`config.mk`:
```
export PLATFORM = sky130hd
export DESIGN_NAME = cie_entry
export DESIGN_NICKNAME = d
export VERILOG_FILES = /design/src/rtl/cie_pkg.sv /design/src/rtl/cie_entry.sv
export SDC_FILE = /design/constraint.sdc
export NUM_CORES = 1
export LEC_CHECK = 0
export ABC_AREA = 1
export BUFFER_PORTS_ARGS = -buffer_cell sky130_fd_sc_hd__buf_2
export CORE_ASPECT_RATIO = 1.2
export CORE_UTILIZATION = 29
export CTS_CLUSTER_SIZE = 40
export DETAILED_ROUTE_END_ITERATION = 10
export PLACE_DENSITY = 0.56
export SLEW_MARGIN = 40
export SYNTH_ARGS = -nofsm -noshare
export SYNTH_HDL_FRONTEND = slang
export SYNTH_SLANG_ARGS = --single-unit
```
`constraint.sdc`:
```
create_clock -name clk -period 1.8 [get_ports clk]
set_input_delay 0.09 -clock clk [delete_from_list [all_inputs] [get_ports clk]]
set_output_delay 0.09 -clock clk [all_outputs]
set_load 0.01 [all_outputs]
```
`src/rtl/cie_pkg.sv`:
```
/*
  package for the cpu interrupt entry sequencer: vector codes, stack layout,
  program counter widths and entry timing.
  assumes a 4-bit core with a 12-bit program counter and 4-bit data memory.
*/
package cie_pkg;

  localparam int          PC_STEP_W      = 8;
  localparam int          PC_PAGE_W      = 4;
  localparam int          DADDR_W        = 8;
  localparam logic [3:0]  RESET_PAGE     = 4'h1;
  localparam logic [7:0]  RESET_STEP     = 8'h00;
  localparam logic [3:0]  VECTOR_PAGE    = 4'h1;
  localparam logic [7:0]  VEC_CLOCK      = 8'h01;
  localparam logic [7:0]  VEC_STOPWATCH  = 8'h02;
  localparam logic [7:0]  VEC_INPUT      = 8'h04;
  localparam logic [7:0]  VEC_ALL        = 8'h07;
  localparam int          ENTRY_CYCLES   = 12;
  localparam logic [3:0]  ENTRY_LAST     = 4'(ENTRY_CYCLES - 1);
  localparam int          STACK_WORDS    = 3;
  localparam logic [3:0]  PUSH_AT0       = 4'h1;
  localparam logic [3:0]  PUSH_AT1       = 4'h2;
  localparam logic [3:0]  PUSH_AT2       = 4'h3;
  localparam logic [3:0]  LOAD_AT        = 4'ha;   // load shows in the last busy cycle
  localparam logic [7:0]  MREG_BASE      = 8'h00;
  localparam logic [7:0]  MREG_LAST      = 8'h0f;

  // program counter as page plus step
  typedef struct packed {
    logic [PC_PAGE_W-1:0] page;
    logic [PC_STEP_W-1:0] step;
  } cie_pc_s;

  // one data memory write
  typedef struct packed {
    logic               en;
    logic [DADDR_W-1:0] addr;
    logic [3:0]         data;
  } cie_wr_s;

  typedef enum logic [1:0] {CIE_RUN, CIE_WAIT, CIE_ENTRY} cie_state_e;

endpackage

```
`src/rtl/cie_entry.sv`:
```
/*
  cpu interrupt entry sequencer: waits for the running instruction to end,
  pushes the program counter as three words onto the data memory stack,
  then loads the page 1 vector formed from the pending sources.
  assumes the core pulses instr_done at the end of each instruction and
  honours pc_load / mem_wr during entry_busy; sources are synchronous.
*/
//
// Contract
// RULE1 - accepted request waits until the current instruction finishes
// RULE2 - first step pushes the next instruction address onto the ram stack
// RULE3 - second step loads the program counter with the selected vector
// RULE4 - push plus vector load take exactly twelve system clock cycles
// RULE5 - vector step is the or of clock 01, stopwatch 02, input 04
// RULE6 - all three sources pending together vector to page 1 step 07
// RULE7 - vector location holds a software branch to the handler
// RULE8 - interrupt entry uses three 4-bit stack words
// RULE9 - data addresses 000 to 00f reachable as pointer-selected registers
// RULE10 - initial reset sets page 1 and step 00
// RULE11 - factor flags clear to zero when read by the cpu
// RULE12 - accept only with interrupt enable set, clear it on entry
`timescale 1ns/1ps
`default_nettype none
module cie_entry
  import cie_pkg::*;
(
  input  wire logic                 clk,
  input  wire logic                 rst_b,
  input  wire logic                 irq_clock,
  input  wire logic                 irq_stopwatch,
  input  wire logic                 irq_input,
  input  wire logic                 factor_read,
  input  wire logic [2:0]           factor_read_sel,
  input  wire logic                 instr_done,
  input  wire cie_pc_s              pc_next,
  input  wire logic                 ie_set,
  input  wire logic                 ie_clr,
  input  wire logic [7:0]           sp_in,
  input  wire logic [3:0]           register_pointer,
  output logic [2:0]                factor_flags,
  output logic                      ie,
  output logic                      entry_busy,
  output cie_pc_s                   pc_load_val,
  output logic                      pc_load,
  output cie_wr_s                   mem_wr,
  output logic [7:0]                sp_out,
  output logic [DADDR_W-1:0]        mreg_addr
);

  cie_state_e          state;
  logic [3:0]          cyc;
  logic [2:0]          latched;
  cie_pc_s             saved_pc;
  logic                pending;
  logic                accept;

  assign pending = |factor_flags;
  assign accept  = (state == CIE_RUN) && pending && ie;           // RULE12

  // factor flags: set by source events, cleared when read; set wins
  always_ff @(posedge clk) begin
    if (!rst_b) begin
      factor_flags <= 3'h0;
    end else begin
      factor_flags <= (factor_flags & ~({3{factor_read}} & factor_read_sel)) // RULE11
                      | {irq_input, irq_stopwatch, irq_clock};
    end
  end

  // interrupt enable flag, cleared by entry
  always_ff @(posedge clk) begin
    if (!rst_b) begin
      ie <= 1'b0;
    end else if (accept) begin
      ie <= 1'b0;                                                    // RULE12
    end else if (ie_set) begin
      ie <= 1'b1;
    end else if (ie_clr) begin
      ie <= 1'b0;
    end
  end

  // sequencer: wait for instruction end, then a twelve cycle entry
  always_ff @(posedge clk) begin
    if (!rst_b) begin
      state    <= CIE_RUN;
      cyc      <= 4'h0;
      latched  <= 3'h0;
      saved_pc <= '0;
    end else begin
      unique case (state)
        CIE_RUN: begin
          if (accept) begin
            state <= CIE_WAIT;
          end
        end
        CIE_WAIT: begin
          if (instr_done) begin                                      // RULE1
            state    <= CIE_ENTRY;
            cyc      <= 4'h0;
            saved_pc <= pc_next;                                     // RULE2
            latched  <= factor_flags;
          end
        end
        CIE_ENTRY: begin
          if (cyc == ENTRY_LAST) begin                               // RULE4
            state <= CIE_RUN;
          end
          cyc <= cyc + 4'h1;
        end
      endcase
    end
  end

  assign entry_busy = (state == CIE_ENTRY);

  // stack pushes: three words, stack pointer decremented before each
  always_ff @(posedge clk) begin
    if (!rst_b) begin
      mem_wr <= '0;
      sp_out <= 8'h00;
    end else begin
      mem_wr.en <= 1'b0;
      if (state == CIE_WAIT && instr_done) begin
        sp_out <= sp_in;
      end else if (entry_busy && (cyc == PUSH_AT0 || cyc == PUSH_AT1
                                  || cyc == PUSH_AT2)) begin          // RULE8
        mem_wr.en   <= 1'b1;
        mem_wr.addr <= sp_out - 8'h01;
        sp_out      <= sp_out - 8'h01;
        unique case (cyc)
          PUSH_AT0: mem_wr.data <= saved_pc.page;                    // RULE2
          PUSH_AT1: mem_wr.data <= saved_pc.step[7:4];
          default:  mem_wr.data <= saved_pc.step[3:0];
        endcase
      end
    end
  end

  // program counter load: reset vector, then interrupt vector
  always_ff @(posedge clk) begin
    if (!rst_b) begin
      pc_load          <= 1'b1;                                      // RULE10
      pc_load_val.page <= RESET_PAGE;
      pc_load_val.step <= RESET_STEP;
    end else if (entry_busy && cyc == LOAD_AT) begin
      pc_load          <= 1'b1;                                      // RULE3
      pc_load_val.page <= VECTOR_PAGE;
      pc_load_val.step <= (latched[0] ? VEC_CLOCK : 8'h00)           // RULE5 RULE6
                        | (latched[1] ? VEC_STOPWATCH : 8'h00)
                        | (latched[2] ? VEC_INPUT : 8'h00);
    end else begin
      pc_load <= 1'b0;   // core then fetches the branch at the vector RULE7
    end
  end

  // memory register address from the register pointer
  assign mreg_addr = MREG_BASE | {4'h0, register_pointer};          // RULE9

  property p_entry_len;
    @(posedge clk) disable iff (!rst_b)
      $rose(entry_busy) |-> entry_busy [*8] ##1 entry_busy [*4] ##1 !entry_busy;
  endproperty
  a_entry_len: assert property (p_entry_len) else $error("entry not 12 cycles"); // RULE4

  property p_vec_all;
    @(posedge clk) disable iff (!rst_b)
      (entry_busy && cyc == LOAD_AT && latched == 3'h7) |=> pc_load_val.step == VEC_ALL;
  endproperty
  a_vec_all: assert property (p_vec_all) else $error("all sources not step 07"); // RULE6

  property p_vec_mask;
    @(posedge clk) disable iff (!rst_b)
      pc_load && entry_busy |-> pc_load_val.step == {5'h0, latched}
                                && pc_load_val.page == VECTOR_PAGE;
  endproperty
  a_vec_mask: assert property (p_vec_mask) else $error("vector not source mask"); // RULE5

  property p_three_push;
    @(posedge clk) disable iff (!rst_b)
      $rose(entry_busy) |=> !mem_wr.en ##1 mem_wr.en [*3] ##1 !mem_wr.en;
  endproperty
  a_three_push: assert property (p_three_push) else $error("not three pushes"); // RULE8

  property p_wait_done;
    @(posedge clk) disable iff (!rst_b)
      $rose(entry_busy) |-> $past(instr_done);
  endproperty
  a_wait_done: assert property (p_wait_done) else $error("entry before instr end"); // RULE1

  property p_ie_clear;
    @(posedge clk) disable iff (!rst_b)
      accept |=> !ie;
  endproperty
  a_ie_clear: assert property (p_ie_clear) else $error("enable not cleared"); // RULE12

  property p_push_pc;
    @(posedge clk) disable iff (!rst_b)
      $rose(mem_wr.en) && entry_busy |-> mem_wr.data == saved_pc.page;
  endproperty
  a_push_pc: assert property (p_push_pc) else $error("first push not pc page"); // RULE2

  property p_load_end;
    @(posedge clk) disable iff (!rst_b)
      $fell(entry_busy) |-> $past(pc_load);
  endproperty
  a_load_end: assert property (p_load_end) else $error("vector not loaded"); // RULE3

  property p_read_clr;
    @(posedge clk) disable iff (!rst_b)
      factor_read && factor_read_sel[0] && !irq_clock |=> !factor_flags[0];
  endproperty
  a_read_clr: assert property (p_read_clr) else $error("flag not cleared"); // RULE11

endmodule
`default_nettype wire

```
### Word level (Yosys, flattened, before mapping)

Cells that the tools add are included.

* flip-flop bits (word level): 55
* input port bits: 36
* output and inout bits: 47
* word-level logic and storage cells: 67

* $add $sub $neg: 2
* eq/ne operators: 10
* muxes and demuxes: 16
* bitwise logic cells: 8
* reductions and logical operators: 18

Operators with widths (count)
* two-way mux 8 bit: 2
* case mux 4 bit (2 select lines): 2
* two-way mux 13 bit: 1
* equality test 4 x 2 -> 1 bit (second input constant): 2
* equality test 4 bit (second input constant): 2
* two-way mux 2 bit: 4
* subtractor 8 x 1 -> 8 bit (second input constant): 1
* AND 3 bit: 2
* case mux 2 bit (3 select lines): 1
* AND reduction 2 bit: 3
* nonzero test 2 bit: 3
* logical AND 1 bit: 5
* adder 4 x 1 -> 4 bit (second input constant): 1
* equality test 4 x 1 -> 1 bit (second input constant): 1
* two-way mux 1 bit: 4
* two-way mux 4 bit: 1
* inequality test 2 bit (second input constant): 2
* OR reduction 2 bit: 2
* two-way mux 3 bit: 1
* inverter 3 bit: 1
* bitwise OR 2 x 3 -> 3 bit: 1
* bitwise OR 3 bit: 1
* AND reduction 3 bit: 1
* OR reduction 3 bit: 1
* other kinds (7): 9

### Longest topological paths before layout

* depth in word-level cells: 6
* mapped depth: 10

### Worst setup path before layout

Ideal clock, no wire load.

* path type: register -> register
* from: reg cyc[0]
* to: reg sp_out[0]
* setup time: 0.121 ns
* arrival time: 1.351 ns
* slack: 0.327 ns
* cell stages (with the launch flop): 9
* path through: dfxtp_1 inv_1 ha_1 o21ai_2 nand2_2 nand2_2 nand2_1 o22ai_1 nor2_1

* word-level cells in the longest chain between the ends: 5
* elaborated cells on any way between the ends: 7
* classes of those cells: eq/ne (3); reduce/logical (4)

Ends and longest elaborated chain
* from (decl): line cie_entry.sv:51 `logic [3:0] cyc;`
* from (signal assigned): line cie_entry.sv:109 `cyc <= cyc + 4'h1;`
* equality test 4 x 1 -> 1 bit or equality test 4 x 2 -> 1 bit (tied branches): line cie_entry.sv:126 `end else if (entry_busy && (cyc == PUSH_AT0 || cyc == PUSH_AT1`
* logical OR 1 bit: line cie_entry.sv:126
* logical OR 1 bit (*): line cie_entry.sv:127 `|| cyc == PUSH_AT2)) begin`
* logical AND 1 bit (*): line cie_entry.sv:126
* nonzero test 2 bit (no line) (*)
* to (signal assigned): line cie_entry.sv:125 `sp_out <= sp_in;`
* to (signal assigned): line cie_entry.sv:130 `sp_out <= sp_out - 8'h01;`
* to (decl): line cie_entry.sv:46 `output logic [7:0] sp_out,`

Every way passes the cells marked *; elsewhere a longest branch is shown, timed or not.
A chain may end at the register's enable or synchronous reset.

### Worst setup path after layout

* from: reg state[1]
* to: reg latched[2]

* word-level cells in the longest chain between the ends: 2

Ends and longest elaborated chain
* from (decl): line cie_entry.sv:50 `cie_state_e state;`
* from (signal assigned): line cie_entry.sv:86 `state <= CIE_RUN;`
* from (signal assigned): line cie_entry.sv:94 `state <= CIE_WAIT;`
* from (signal assigned): line cie_entry.sv:99 `state <= CIE_ENTRY;`
* equality test 2 x 1 -> 1 bit: line cie_entry.sv:91 `unique case (state)`
* AND reduction 2 bit (no line)
* to (signal assigned): line cie_entry.sv:102 `latched <= factor_flags;`
* to (decl): line cie_entry.sv:52 `logic [2:0] latched;`

Every way passes these cells.

==> metrics.log <==
[metrics] worst endpoint data arrival time: 1840 ps
[metrics] share of the yosys chip area belonging to registers: 41.6%
[metrics] remaining max-slew budget at the tightest pin: 50.3%
[metrics] buffer levels on the longest clock path: 2
[metrics] time the worst path needs with I/O delays and setup: 1630 ps
[metrics] port bufs: 61
[metrics] number of antenna violations at the first check in global routing: 0
[metrics] number of distinct library cells after synthesis: 26
[metrics] class of the tightest hold or removal check: in2reg
[metrics] sequential power share: 43.4%
[metrics] count of mapped cells out of synthesis: 344
[metrics] Root Driver: clkbuf_8
[metrics] overall routed net length: 5.78 mm
[metrics] post-DR wirelength/cell: 11.5 um
[metrics] H-tree lvl count: 2
[metrics] max-slew violations: 0
[metrics] Top FF cell, synth: dfxtp_1
[metrics] end-of-flow core utilization: 35.8%
[metrics] max frequency: 612 MHz
[metrics] area of the multi-input gates: 1150 um2
[metrics] series of cell instances along the critical path: inv_1 -> ha_1 -> nand2_1 -> inv_1 -> buf_4 -> o21ai_0 -> a21oi_1
[metrics] Fill cells: 884
[metrics] Leakage: 1.35 nW
[metrics] clock network fraction of total power: 22.7%
[metrics] GP Congestion: 0.754
[metrics] die extent in y: 102 um
[metrics] Top Ports: 83
[metrics] period utilization: 90.8%
[metrics] Initial Util: 29.8%
[metrics] share of layout cells above drive strength 1: 20.6%
[metrics] wire length of the first global-routing pass: 9.44 mm
[metrics] Detailed Place HPWL: 4.28 mm
[metrics] sequential standard cell area: 1000 um2
[metrics] Final setup violation count: 0
[metrics] via count of the first global-routing pass: 2125
[metrics] Worst Path Class, Setup: reg2reg
[metrics] router iterations before antenna repair: 4
[metrics] antenna diode instance count: 0
[metrics] crit-path most repeated cell: inv_1
[metrics] worst slew pin tran: 744 ps
[metrics] Max stage delay on crit path: 370 ps
[metrics] crit start category: flip-flop
[metrics] aggregate negative setup slack: 0 ps
[metrics] Worst setup EP type: flip-flop
[metrics] master of the slowest instance on the critical path: dfxtp_1
[metrics] net count reported at finish: 450
[metrics] combined global-route utilization of all metal layers: 13.7%
[metrics] maximum net fanout on the critical path: 16
[metrics] total DRC errors in the routed layout: 0
[metrics] vias per inst: 4.55
[metrics] Hold Fails Final Rpt: 0
[metrics] Combinational Power Share: 33.9%
[metrics] synthesized flop and latch total: 50
[metrics] post-synthesis average cell area: 6.99 um2
[metrics] most common cell after layout, fill and taps aside: nand2_1
[metrics] unrepaired setup endpoints after global routing: no
[metrics] fraction of power spent switching nets: 36.7%
[metrics] number of sinks driven by the clock tree: 50
[metrics] max-capacitance violation count: 0
[metrics] top library cells by usage in the layout, fill and taps aside: nand2_1, nor2_1, buf_2
[metrics] final hold slack: 34.8 ps
[metrics] die width: 85.1 um
[metrics] async set or reset register ratio after synthesis: 0%
[metrics] largest net degree at the start of global routing: 27
[metrics] clock tree from TritonCTS: built
[metrics] Area growth, synth to finish: 20.0%
[metrics] Remaining Overflow, GRT: 0
[metrics] area enclosed by the die boundary: 8660 um2
[metrics] largest vdd supply drop: 499 uV
[metrics] num rows: 36
[metrics] synthesized cell area: 2400 um2
[metrics] pwr/cell area: 1070 nW/um2
[metrics] number of enable-type register cells in the synthesized netlist: 0
[metrics] number of nets with antenna violations after detailed routing: 0
[metrics] Initial DRC Count: 70
[metrics] number of vias in the routed layout: 2285
[metrics] warning count from the yosys run: 0
[metrics] data required time of the worst path: 2000 ps
[metrics] clock-pin slew on the worst setup and hold paths: 90 ps
[metrics] status: finished clean
[metrics] Switching Power: 1.14 mW
[metrics] area of the core region: 8060 um2
[metrics] clk_lat worst skew: 300 ps
[metrics] number of CTS-inserted buffers: 5
[metrics] Worst Clk Skew: 7.19 ps
[metrics] Int Power: 1.96 mW
[Yosys cell counts (2+ instances only)]
| cell type | count | area share [%] |
|---|---|---|
| and2_1 | 2 | 0.52 |
| conb_1 | 2 | 0.31 |
| and3_1 | 2 | 0.52 |
| ha_1 | 8 | 4.2 |
| nand2_2 | 2 | 0.52 |
| buf_2 | 3 | 0.62 |
| o21ai_2 | 2 | 0.73 |
| nand4_1 | 2 | 0.52 |
| clkbuf_1 | 6 | 0.94 |
| buf_4 | 17 | 5.3 |
| nor3_1 | 4 | 0.83 |
| inv_1 | 29 | 4.5 |
| nand2_1 | 73 | 11 |
| nand3_1 | 20 | 4.2 |
| o22ai_1 | 2 | 0.52 |
| a21oi_1 | 25 | 5.2 |
| nor2_1 | 63 | 9.8 |
| dfxtp_1 | 50 | 42 |
| o21ai_0 | 25 | 5.2 |
[per-layer routing]
layer	up-vias	wire (um)	GRT usage [%]
li1	1182	-	-
met1	1017	2510	15.8
met2	77	2730	24.0
met3	9	435	3.99
met4	0	103	5.35
met5	-	0	0
[path summary, 6_finish.rpt]
check / startpoint / endpoint / slack, ps / cells past startpoint
setup / recovery: state[1] / latched[2] / 170 / 7
hold / removal: pc_next[3] / saved_pc[3] / 30 / 3
setup reg to reg: state[1] / latched[2] / 170 / 7
hold reg to reg: mem_wr[5] / mem_wr[5] / 450 / 2
[sequential cells by signal, indices dropped and copies added, names as in the netlist]
register      flops
state             2
factor_flags      3
ie                1
mem_wr           13
pc_load_val       3
sp_out            8
pc_load           1
cyc               4
latched           3
saved_pc         12
[power by group through the flow]
| stage | Combinational [mW] | Clock [mW] | Sequential [mW] |
|---|---|---|---|
| after floorplan | 0.778 | 0 | 1.36 |
| after global placement | 1.02 | 0 | 1.37 |
| after detailed placement | 1.03 | 0 | 1.37 |
| after CTS | 1.05 | 0.728 | 1.35 |
| after global routing | 1.22 | 0.777 | 1.36 |
| final | 1.05 | 0.702 | 1.35 |
[per-stage QoR]
step / cells / instance area, um2 / power (mW) / worst slack (ps)
after global routing: 502 / 2890 / 3.36 / 19.6
after floorplan: 355 / 2440 / 2.14 / 327
after global placement: 490 / 2740 / 2.38 / 145
after detailed placement: 490 / 2740 / 2.41 / 135
final: 502 / 2890 / 3.10 / 165
after CTS: 502 / 2880 / 3.12 / 113
[final cells by class]
type | instances | share of cell area (%)
inverter | 31 | 4.08
timing repair buffer | 71 | 13.8
clock inverter | 2 | 0.564
multi-input combinational | 247 | 39.9
tap | 95 | 4.12
sequential | 50 | 34.7
clock buffer | 6 | 2.86
[cells by family (layout without fill, tap and decap cells)]
kind of cell | after synthesis | count (layout) | synth area share, %
AOI/OAI and AO/OA | 55 | 55 | 12.0
xor gates and xnor gates | 1 | 1 | 0.364
adders and majority gates | 8 | 8 | 4.16
buffers and inverters | 58 | 110 | 12.2
DFF | 50 | 50 | 41.6
other | 2 | 13 | 0.312
and+or+nand+nor | 170 | 170 | 29.3
[what timing repair did]
item | in CTS | in global routing
setup buffers | 0 | 0
endpoints found under the hold margin | 4 | 0
gates resized for setup | 0 | 3
hold buffers | 4 | 0
setup endpoints to repair | 0 | 4
[critical path, delay by kind of cell (launching register included)]
family | cells | cell delay, ps
flops | 1 | 370
compound gates | 2 | 210
buf+inv | 3 | 530
simple gates | 1 | 200
fa+ha+maj | 1 | 220
Power figures use the tool's default switching activity.
